## config.mk

```make
export PLATFORM = sky130hd
export DESIGN_NAME = hasb_bridge
export DESIGN_NICKNAME = d
export VERILOG_FILES = /design/src/rtl/hasb_pkg.sv /design/src/rtl/hasb_bridge.sv /design/src/rtl/hasb_fifo.sv
export VERILOG_INCLUDE_DIRS = /design/src /design/src/rtl
export SDC_FILE = /design/constraint.sdc
export NUM_CORES = 2
export LEC_CHECK = 0
export BUFFER_PORTS_ARGS = -buffer_cell sky130_fd_sc_hd__buf_2
export CORE_MARGIN = 4
export CORE_UTILIZATION = 32
export DETAILED_ROUTE_END_ITERATION = 12
export SLEW_MARGIN = 20
export SYNTH_ARGS = -nofsm -noshare
export SYNTH_HDL_FRONTEND = slang
export SYNTH_HIERARCHICAL = 1
export SYNTH_SLANG_ARGS = --single-unit
```

## constraint.sdc

```tcl
create_clock -name hclk -period 4.9 [get_ports hclk]
set_clock_uncertainty 0.2 [all_clocks]
set_input_delay 1.225 -clock hclk [delete_from_list [all_inputs] [get_ports hclk]]
set_output_delay 1.225 -clock hclk [all_outputs]
set_load 0.02 [all_outputs]
```

## src/rtl/hasb_regs.svh

```systemverilog
/*
  Constants of the sensor bridge: register offsets, the command flag bit place,
  timing counts and sample mapping values.
  Assumes a 10 MHz hclk; included by bare name.
*/
`ifndef HASB_REGS_SVH
`define HASB_REGS_SVH

// ----------------------------------------
// Register byte offsets
// ----------------------------------------
`define HASB_OFF_CMD0   8'h00
`define HASB_OFF_CMD1   8'h04
`define HASB_OFF_RSP0   8'h08
`define HASB_OFF_RSP1   8'h0c
`define HASB_OFF_STAT   8'h10
`define HASB_OFF_JOY0   8'h14
`define HASB_OFF_JOY1   8'h18

// ----------------------------------------
// Timing and FIFO depth
// ----------------------------------------
`define HASB_CLK_MHZ    10
`define HASB_SAMPLE_US  500
`define HASB_SAMPLE_CYC (`HASB_SAMPLE_US * `HASB_CLK_MHZ)
`define HASB_SCK_HALF   4'h4
`define HASB_FIFO_DEPTH 32

// ----------------------------------------
// Filtering, mapping, poll length and command flag bit
// ----------------------------------------
`define HASB_MED_LAST   4'hf
`define HASB_MED_MID    5'h08
`define HASB_NEUTRAL    15'h1fff
`define HASB_POLL_LEN   3'h7
`define HASB_FLAG_BIT   7

`endif

```

## src/rtl/hasb_pkg.sv

```systemverilog
/*
  Types of the sensor bridge: state enums, sample carrier and the
  registered state of the bridge.
  Assumes nothing of its surroundings.
*/
package hasb_pkg;
  typedef enum logic [1:0] {SPI_IDLE, SPI_RUN, SPI_END} hasb_spi_st_t;
  typedef enum logic [1:0] {MED_FILL, MED_RANK, MED_PUB} hasb_med_st_t;
  typedef enum logic {JOB_POLL, JOB_CMD} hasb_job_t;

  // One three-axis sample, signed 14 bits each: 0 X, 1 Y, 2 Z
  typedef struct packed {
    logic [2:0][13:0] axis;
  } hasb_sample_t;

  typedef struct packed {
    logic a_wr; logic [7:0] a_off; logic [31:0] hrdata;
    logic [7:0][7:0] cmd; logic [7:0][7:0] rsp;
    logic cmd_pend; logic cmd_busy; logic rsp_valid; logic poll_dis;
    logic [15:0] poll_cnt; logic poll_due;
    hasb_spi_st_t spi_st; hasb_job_t job; logic sclk; logic cs_n;
    logic [3:0] div; logic [2:0] bitn; logic [2:0] idx; logic [2:0] total;
    logic [7:0] tx; logic [7:0] rxsr; logic [6:0][7:0] rx;
    logic push; hasb_sample_t sample;
    hasb_med_st_t mst; logic [3:0] fill; logic [15:0][41:0] mbuf;
    logic [3:0] i; logic [3:0] j; logic [2:0][4:0] lt; logic [2:0][4:0] le;
    hasb_sample_t med; logic [2:0][13:0] joy; logic [7:0] btn; logic [7:0] seq;
    logic mi1; logic mi2; logic raw1; logic raw2; logic [7:0] b1; logic [7:0] b2;
  } hasb_state_t;
endpackage

```

## src/rtl/hasb_bridge.sv

```systemverilog
/*
  Sensor bridge: polls a three-axis sensor over SPI, median-decimates
  the samples into joystick reports, and runs host command reports as
  direct SPI exchanges; all through AHB-Lite registers.
  Assumes the USB stack firmware drives the bus, a single clock, and a
  sensor whose axis data sits in six bytes after the poll address.
*/
// Implementation choices: the AHB-Lite register port and the address map.
`timescale 1ns/1ps
`include "hasb_regs.svh"

module hasb_bridge #(
  parameter logic [15:0] SAMPLE_CYC = 16'(`HASB_SAMPLE_CYC), // Poll spacing
  parameter logic [7:0]  POLL_ADDR  = 8'h82                  // Poll address
) (
  // Clock and reset
  input  wire logic        hclk,
  input  wire logic        hresetn,
  // AHB-Lite slave
  input  wire logic        hsel,
  input  wire logic [31:0] haddr,
  input  wire logic [1:0]  htrans,
  input  wire logic        hwrite,
  input  wire logic [2:0]  hsize,
  input  wire logic [31:0] hwdata,
  input  wire logic        hready,
  output logic             hreadyout,
  output logic             hresp,
  output logic [31:0]      hrdata,
  // SPI to the sensor
  output logic             spi_sclk,
  output logic             spi_cs_n,
  output logic             spi_mosi,
  input  wire logic        spi_miso,
  // Board pins
  input  wire logic [7:0]  button_inputs,
  input  wire logic        unmapped_mode_jumper
);
  import hasb_pkg::*;

  // ----------------------------------------
  // State and local wires
  // ----------------------------------------
  hasb_state_t      s, n;          // Registered state and its next value
  logic             fifo_in_rdy;   // Room for a sample
  logic             fifo_out_vld;  // Sample waiting for the filter
  logic [41:0]      fifo_out;      // Oldest sample
  hasb_sample_t     fifo_smp;      // Same, as a sample
  logic             start_poll;    // Poll may begin now
  logic             pub_now;       // Report being published
  logic [13:0]      a;             // Rank candidate
  logic [13:0]      b;             // Rank opponent
  logic [4:0]       ltn;           // Smaller count, this step included
  logic [4:0]       len;           // Not-larger count, this step included
  logic signed [14:0] v;           // Mapped value before clamping

  assign fifo_smp = hasb_sample_t'(fifo_out);
  assign pub_now  = (s.mst == MED_PUB);
  // Back-pressure: no poll unless the FIFO can take its sample
  assign start_poll = s.poll_due && !s.poll_dis && fifo_in_rdy;

  // ----------------------------------------
  // Outputs
  // ----------------------------------------
  assign hreadyout = 1'b1;         // Zero-wait slave
  assign hresp     = 1'b0;         // Always OKAY
  assign hrdata    = s.hrdata;
  assign spi_sclk  = s.sclk;
  assign spi_cs_n  = s.cs_n;
  assign spi_mosi  = s.tx[7];      // MSB first

  // ----------------------------------------
  // Sample buffer between SPI and filter
  // ----------------------------------------
  hasb_fifo #(
    .WIDTH ($bits(hasb_sample_t)),
    .DEPTH (`HASB_FIFO_DEPTH)
  ) u_fifo (
    .hclk      (hclk),
    .hresetn   (hresetn),
    .in_valid  (s.push),
    .in_ready  (fifo_in_rdy),
    .in_data   (s.sample),
    .out_valid (fifo_out_vld),
    .out_ready (s.mst == MED_FILL),
    .out_data  (fifo_out)
  );

  // ----------------------------------------
  // Next-state logic
  // ----------------------------------------
  always_comb begin
    n   = s;
    a   = '0;
    b   = '0;
    ltn = '0;
    len = '0;
    v   = '0;
    // Pin synchronisers; first stage feeds only the second
    n.mi1  = spi_miso;
    n.mi2  = s.mi1;
    n.raw1 = unmapped_mode_jumper;
    n.raw2 = s.raw1;
    n.b1   = button_inputs;
    n.b2   = s.b1;
    // Low pin means contact closed, so pressed reads one
    n.btn  = ~s.b2;
    n.push = 1'b0;

    // Address phase: capture write, prepare read data
    n.a_wr  = hsel && hready && htrans[1] && hwrite;
    n.a_off = haddr[7:0];
    if (hsel && hready && htrans[1] && !hwrite) begin
      // Joystick words stand for function 0, command words for 1
      case (haddr[7:0])
        `HASB_OFF_CMD0: n.hrdata = s.cmd[3:0];
        `HASB_OFF_CMD1: n.hrdata = s.cmd[7:4];
        `HASB_OFF_RSP0: n.hrdata = s.rsp[3:0];
        `HASB_OFF_RSP1: n.hrdata = s.rsp[7:4];
        `HASB_OFF_STAT: n.hrdata = {16'h0000, s.seq, 4'h0, s.raw2,
                                    s.poll_dis, s.rsp_valid, s.cmd_busy};
        `HASB_OFF_JOY0: n.hrdata = {2'b00, s.joy[1], 2'b00, s.joy[0]};
        `HASB_OFF_JOY1: n.hrdata = {10'h000, s.btn, s.joy[2]};
        default:        n.hrdata = 32'h0000_0000;
      endcase
    end

    // Data phase: writes are refused while a command runs
    if (s.a_wr && !s.cmd_busy) begin
      case (s.a_off)
        // Header and first three payload bytes
        `HASB_OFF_CMD0: n.cmd[3:0] = hwdata;
        `HASB_OFF_CMD1: begin
          // Last four payload bytes; this write launches
          n.cmd[7:4]  = hwdata;
          n.cmd_busy  = 1'b1;
          n.cmd_pend  = 1'b1;
          n.rsp_valid = 1'b0;
          n.poll_dis  = s.cmd[0][`HASB_FLAG_BIT];
        end
        default: ;
      endcase
    end

    // SPI engine, mode 0, whole bytes only
    unique case (s.spi_st)
      SPI_IDLE: begin
        n.div  = `HASB_SCK_HALF;
        n.bitn = '0;
        n.idx  = '0;
        n.sclk = 1'b0;
        if (s.cmd_pend) begin
          // Commands win over polls
          n.cmd_pend = 1'b0;
          n.job      = JOB_CMD;
          n.total    = s.cmd[0][2:0];
          n.tx       = s.cmd[1];
          if (s.cmd[0][2:0] == 3'h0) begin
            n.spi_st = SPI_END;
          end else begin
            n.spi_st = SPI_RUN;
            n.cs_n   = 1'b0;
          end
        end else if (start_poll) begin
          n.poll_due = 1'b0;
          n.job      = JOB_POLL;
          n.total    = `HASB_POLL_LEN;
          n.tx       = POLL_ADDR;
          n.spi_st   = SPI_RUN;
          n.cs_n     = 1'b0;
        end
      end
      SPI_RUN: begin
        if (s.div != 4'h0) begin
          n.div = s.div - 4'h1;
        end else begin
          n.div = `HASB_SCK_HALF;
          if (!s.sclk) begin
            n.sclk = 1'b1;
          end else begin
            // Sample at the end of the high half, then shift
            n.sclk = 1'b0;
            n.rxsr = {s.rxsr[6:0], s.mi2};
            n.tx   = {s.tx[6:0], 1'b0};
            n.bitn = s.bitn + 3'h1;
            if (s.bitn == 3'h7) begin
              // One byte in for each byte out
              n.rx[s.idx] = {s.rxsr[6:0], s.mi2};
              if (s.idx == s.total - 3'h1) begin
                n.spi_st = SPI_END;
              end else begin
                n.idx = s.idx + 3'h1;
                n.tx  = (s.job == JOB_CMD) ? s.cmd[3'(s.idx + 3'h2)] : 8'h00;
              end
            end
          end
        end
      end
      SPI_END: begin
        n.cs_n   = 1'b1;
        n.spi_st = SPI_IDLE;
        if (s.job == JOB_CMD) begin
          // Count, then bytes as received; stale past the count
          n.rsp[0]    = {5'h00, s.total};
          n.rsp[7:1]  = s.rx;
          n.rsp_valid = 1'b1;
          n.cmd_busy  = 1'b0;
        end else begin
          // Axis bytes follow the address byte, low byte first
          n.push           = 1'b1;
          n.sample.axis[0] = {s.rx[2], s.rx[1][7:2]};
          n.sample.axis[1] = {s.rx[4], s.rx[3][7:2]};
          n.sample.axis[2] = {s.rx[6], s.rx[5][7:2]};
        end
      end
      default: n.spi_st = SPI_IDLE;
    endcase

    // Poll timer after the engine, so a fresh due beats the start's clear
    if (s.poll_cnt == SAMPLE_CYC - 16'h0001) begin
      n.poll_cnt = '0;
      n.poll_due = 1'b1;
    end else begin
      n.poll_cnt = s.poll_cnt + 16'h0001;
    end

    // Median filter: fill sixteen, rank, publish
    unique case (s.mst)
      MED_FILL: begin
        if (fifo_out_vld) begin
          n.mbuf[s.fill] = fifo_out;
          n.fill         = s.fill + 4'h1;
          if (s.fill == `HASB_MED_LAST) begin
            n.mst = MED_RANK;
            n.i   = '0;
            n.j   = '0;
            n.lt  = '0;
            n.le  = '0;
          end
        end
      end
      MED_RANK: begin
        // Count per axis how many samples lie below candidate i
        for (int ax = 0; ax < 3; ax++) begin
          // Axis k sits at bit 14k and up of a stored sample
          a   = s.mbuf[s.i][14*ax +: 14];
          b   = s.mbuf[s.j][14*ax +: 14];
          ltn = s.lt[ax] + 5'($signed(b) < $signed(a));
          len = s.le[ax] + 5'($signed(b) <= $signed(a));
          if (s.j == `HASB_MED_LAST) begin
            // Lower median: eighth smallest of sixteen
            if (ltn < `HASB_MED_MID && len >= `HASB_MED_MID) begin
              n.med.axis[ax] = a;
            end
            n.lt[ax] = '0;
            n.le[ax] = '0;
          end else begin
            n.lt[ax] = ltn;
            n.le[ax] = len;
          end
        end
        n.j = s.j + 4'h1;
        if (s.j == `HASB_MED_LAST) begin
          n.i = s.i + 4'h1;
          if (s.i == `HASB_MED_LAST) begin
            n.mst = MED_PUB;
          end
        end
      end
      MED_PUB: begin
        for (int ax = 0; ax < 3; ax++) begin
          a = s.med.axis[ax];
          // Y counts down, X and Z up, both around neutral
          v = (ax == 1) ? (`HASB_NEUTRAL - {a[13], a}) :
                          (`HASB_NEUTRAL + {a[13], a});
          if (s.raw2) begin
            n.joy[ax] = a;
          end else begin
            n.joy[ax] = v[14] ? 14'h0000 : v[13:0];
          end
        end
        n.seq = s.seq + 8'h01;
        n.mst = MED_FILL;
      end
      default: n.mst = MED_FILL;
    endcase
  end

  // ----------------------------------------
  // State register
  // ----------------------------------------
  always_ff @(posedge hclk or negedge hresetn) begin
    if (!hresetn) begin
      s      <= '0;
      s.cs_n <= 1'b1;
      s.b1   <= 8'hff;
      s.b2   <= 8'hff;
    end else begin
      s <= n;
    end
  end
endmodule // hasb_bridge

```

## src/rtl/hasb_fifo.sv

```systemverilog
/*
  Synchronous FIFO with valid/ready on both sides.
  Assumes one clock and an active-low asynchronous reset.
*/
`timescale 1ns/1ps
module hasb_fifo #(
  parameter int WIDTH = 42,  // Word width
  parameter int DEPTH = 32   // Words held
) (
  // Clock and reset
  input  wire logic             hclk,
  input  wire logic             hresetn,
  // Filling side
  input  wire logic             in_valid,
  output logic                  in_ready,
  input  wire logic [WIDTH-1:0] in_data,
  // Draining side
  output logic                  out_valid,
  input  wire logic             out_ready,
  output logic [WIDTH-1:0]      out_data
);
  localparam int AW = $clog2(DEPTH);
  typedef struct packed {
    logic [DEPTH-1:0][WIDTH-1:0] mem;  // Storage
    logic [AW:0]                 wr;   // Write pointer with wrap bit
    logic [AW:0]                 rd;   // Read pointer with wrap bit
  } hasb_fifo_st_t;
  hasb_fifo_st_t s, n;

  // Full when pointers differ only in the wrap bit
  assign in_ready  = !((s.wr[AW] != s.rd[AW]) && (s.wr[AW-1:0] == s.rd[AW-1:0]));
  assign out_valid = (s.wr != s.rd);
  assign out_data  = s.mem[s.rd[AW-1:0]];

  // Pointer and storage update
  always_comb begin
    n = s;
    if (in_valid && in_ready) begin
      n.mem[s.wr[AW-1:0]] = in_data;
      n.wr = s.wr + 1'b1;
    end
    if (out_valid && out_ready) begin
      n.rd = s.rd + 1'b1;
    end
  end

  always_ff @(posedge hclk or negedge hresetn) begin
    if (!hresetn) begin
      s <= '0;
    end else begin
      s <= n;
    end
  end
endmodule // hasb_fifo

```

Word-level counts from Yosys, hierarchy flattened. Cells that the tools add are included.

Bitwise operators: 3. $add $sub $neg: 21. Order comparisons: 22. Eq/ne operators: 32. Multiplexer cells: 80. Reduce and logical (&&, ||, !) cells: 53.

Operator list (number): $bwmux 1344 (1); $mux 716 (1); $bwmux 672 (1); $bmux 42 s4 (2); $pmux 32 s7 (1); $bmux 42 s5 (1); $demux 42 s5 (1); $mux 42 (5); $demux 42 s4 (1); $mux 72 (2); $mux 43 (2); $mux 14 (6); $pmux 38 s2 (1); $bwmux 56 (1); $mux 56 (1); $le 14x14->1 (3); $lt 14x14->1 (3); $mux 8 (5); $mux 38 (1); $add 14x14->15 const A (2); $add 5x1->5 (6); $mux 5 (6); $bmux 8 s3 (1); $demux 8 s3 (1); other kinds (56) (156).

Register bits: 2510. Word-level logic and storage cells: 331. Input port bits: 84. Output and inout bits: 37.

Longest topological paths before layout.
Depth after elaboration: 9. Gate-level depth with buffers: 22. Gate-level depth less buffers: 18.

Cells and area by module. The synthesis kept the hierarchy.

By module, submodules not included: hasb_fifo (instances 1, area an instance 63986.4 µm², cells an instance 3909, sequential area each 33932.5 µm²); hasb_bridge (instances 1, area an instance 57737.9 µm², cells an instance 3961, sequential area each 28873.9 µm²).

Worst setup path after synthesis. OpenSTA, ideal clock, no wires.

Kind: reg2reg. Start: register s[151] (netlist name). End: register s[83] (netlist name). Setup time: 0.079 ns. Arrival: 4.572 ns. Buffers on the path: 4. Data required time: 4.621 ns. Stages on the path, launching flop included: 21. Clock period less this slack: 4.851 ns. Slack: 0.049 ns. Path through: dfrtp_1 buf_2 clkbuf_1 buf_1 mux4_2 mux4_2 ha_1 a211oi_1 nor3_1 a2111oi_0 o311a_1 mux2i_1 nand2_1 ha_1 ha_1 xnor2_1 nand3_1 o31ai_1 nor3_4 buf_2 mux2i_1.

==> flow_summary_export.csv <==
group,metric,value,unit
global_routing,grt_start_max_net_pins,136,
floorplan,core_area,0.379,mm2
global_routing,grt_pass1_vias,77407,
setup_path,crit_type,"flop to flop",
route,routed_wl,363000,um
final_layout,area_growth,15.6,%
cts,cts_tree,"built",
setup_path,startpoint_type,"flop",
min_path,worstHoldPathCells,0,
logic_synthesis,netlist_area,0.122,mm2
setup_path,worstPathRequired,5470,ps
status,status,"finished, violations left",
timing,timing.final.ws_setup,-441,ps
final_layout,drive_gt1_share,47.7,%
logic_synthesis,synth-seq-cells,2509,
timing,tightest_slew,1150,ps
final_layout,finalNetCount,8204,
min_path,min_to,"s[18]",
route,drt-initial-drc-count,5733,
global_routing,antenna_found_initial,14,
placement,placed_cells,12730,
setup_path,cp-end-kind,"flop",
placement,place_worst_setup_slack,-901,ps
setup_path,reg2regPathDepth,23,
logic_synthesis,synthArstFlopShare,100,%
logic_synthesis,syn_inst,7870,
floorplan,start_util,32.1,%
logic_synthesis,yosysMostFrequentCell,"dfrtp_1",
cts,cts_root_buf,"clkbuf_16",
timing,timing.final.crit_share,109,%
logic_synthesis,synthTopCellsByArea,"dfrtp_1 51%, mux2_2 13%, mux4_2 12%, mux2_4 6.2%, mux2_1 2.7%",
cts,cts_buffers,280,
logic_synthesis,ys_seq_area_share,51.6,%
global_routing,grt_usage,18.2,%
global_routing,globalRouteMet1Util,25.1,%
route,via_per_inst,5.49,
logic_synthesis,yosysTopAreaCell,"dfrtp_1",
setup_path,cpMostUsedCell,"buf_12",
setup_path,cp_slowest_cell,"a2111oi_4",
setup_path,r2r_start,"s[150]",
route,ant_nets,0,
timing,fin_crit,5340,ps
final_layout,finalNonFillerCells,13259,
setup_path,r2r-end,"s[89]",
min_path,hp-start,"n[18]",
cts,htree_levels,5,
global_routing,grt_pass1_wl,537000,um
global_routing,grt-busiest-layer,"met2",
logic_synthesis,synthFlopType,"dfrtp_1",
floorplan,io-pin-count,121,
setup_path,cp.arrival,5920,ps
cts,clk_path_buf_depth,4,
placement,dp_hpwl,229000,um
logic_synthesis,synth_edf_count,0,
setup_path,path_max_fanout,8,
global_routing,grt_overflow,0,
floorplan,die_w,625,um
power_and_ir_drop,p_leak,66.1,nW
power_and_ir_drop,p_total,67.1,mW
floorplan,rows,226,
setup_path,path_cells,"buf_12, buf_6, buf_12, buf_4, mux4_2, mux4_2, ha_4, a211oi_4, nor3_4, a2111oi_4, o311a_4, mux2i_4, buf_12, buf_6, inv_4, ha_4, ha_4, xnor2_4, a31oi_4, nor3_4, buf_12, buf_12, mux2i_1",
floorplan,die_area,0.390,mm2
setup_path,cp_slowest_stage_delay,660,ps
floorplan,dieHeight,625,um
timing,setup_viol,47,
cts,clock-sinks,2509,
logic_synthesis,synth_top_area_share,51.2,%
run,drv_cap,0,
setup_path,r2r_setup_slack,-440,ps
min_path,hp-class,"flop to flop",
timing,hold_ws,152,ps
route,avgRoutedWirePerCell,27.4,um
placement,portBuffers,90,
logic_synthesis,synth_nets,8032,
cts,clkLatencyLatePin,880,ps
global_routing,grtUsageMet3,2.52,%
route,dr.pass1.iters,6,
status,violations,"setup timing",
placement,gp_congestion,0.857,
logic_synthesis,avgSynthCellArea,15.5,um2
timing,fmax,187,MHz
timing,drv_slew,0,
power_and_ir_drop,peakVddDrop,625,uV
route,drc,0,
timing,slew_headroom,23.3,%
logic_synthesis,synth_commonest_cells,"2492 x dfrtp_1, 1457 x mux2_2, 654 x mux4_2, 501 x mux2_4, 326 x clkbuf_1",
timing,hold_viol,0,
logic_synthesis,ys_types,85,
route,via_count,72828,
logic_synthesis,yosys_warnings,6,
power_and_ir_drop,p_per_area,477,mW/mm2
global_routing,use_met2,30.0,%
timing,rsz0062_at_grt,"yes",
cts,clk_pin_slew,60,ps
[sequential cells by signal, summed over array words and instances, names as in the netlist]
register and flops:
hrdata 32, n 10, s 1108, spi_cs_n 1, spi_mosi 1, spi_sclk 1
u_fifo/s 1356
[critical path, delay by kind of cell (launching register included)]
kind | cells | cell delay [ps]
xor+xnor | 1 | 130
simple gates | 2 | 240
fa+ha+maj | 3 | 490
mux | 4 | 1240
flops | 1 | 500
compound gates | 4 | 1310
buf+inv | 9 | 1120
[cell families after synthesis]
kind of cell / count (synthesis) / share of synthesized area [%]
other cells: 2 / 0.00617
fa+ha+maj: 78 / 0.802
mux: 3151 / 36.5
compound gates: 692 / 4.18
buf+inv: 807 / 3.79
simple gates: 543 / 2.48
xor+xnor: 88 / 0.651
flops: 2509 / 51.6
[metrics by stage]
step | utilization, % | TNS (ps) | cell area, um2
global route | 37.1 | -23610 | 141000
floorplan | - | 0 | 122000
CTS | 37.0 | -13750 | 140000
finish | 37.1 | -15860 | 141000
detailed placement | 34.3 | -34370 | 130000
global placement | 34.2 | -37550 | 130000
[report_power, final]
group / total (mW) / switching [mW] / internal, mW
combinational: 20.8 / 11.0 / 9.80
clock: 21.5 / 8.70 / 12.8
sequential: 24.7 / 1.80 / 22.9
total: 67.1 / 21.5 / 45.5
[timing repair]
action / CTS / global route
setup endpoints to repair: 63 / 60
buffers inserted: 33 / 20
hold buffers: 0 / 0
gates cloned: 6 / 1
pin swaps: 41 / 30
gates resized for setup: 128 / 69
[cells in the final DEF (no fill, tap or decap), types with 25 or more instances in the layout]
cell type and count:
mux2i_1 244, ha_4 25, nand3_1 33, o221ai_1 42, buf_12 140, buf_4 355, bufinv_16 25, o21ai_0 82
mux4_2 654, mux2_2 1456, a221oi_2 33, clkbuf_8 50, clkinv_2 38, xnor2_1 41, a22oi_1 149, a211oi_1 50
o22ai_1 44, dfrtp_1 2460, o21ai_1 32, nand2_1 153, mux2_1 292, nor2_1 119, a22o_1 64, ha_1 51
mux2_4 502, nand3_4 36, xor2_1 40, inv_1 72, clkbuf_16 287, buf_2 89, clkbuf_1 53, a21oi_1 89
[routing by layer]
metal | up-vias | wire (um)
li1 | 29935 | -
met4 | 0 | 10800
met5 | - | 0
met2 | 2246 | 174000
met3 | 586 | 19000
met1 | 40061 | 159000
[final cells by class]
class	instances	area, um2
Fill cell	35224	238000
Clock buffer	389	8040
Multi-Input combinational cell	4554	55400
Tap cell	5016	6280
Clock inverter	89	1210
Sequential cell	2509	62900
Antenna cell	5	12.5
Timing Repair Buffer	622	6540
Inverter	75	288
[how the worst max path moves through the flow]
stage	from	end	slack [ps]	cells past startpoint
global route	s[150]	s[102]	-620	25
CTS	s[150]	s[89]	-400	26
finish	s[150]	s[89]	-440	23
floorplan	s[151]	s[83]	50	20
global placement	s[150]	s[110]	-1030	21
detailed placement	s[150]	s[115]	-900	21
Note: power is estimated with default switching activity, not from simulation.
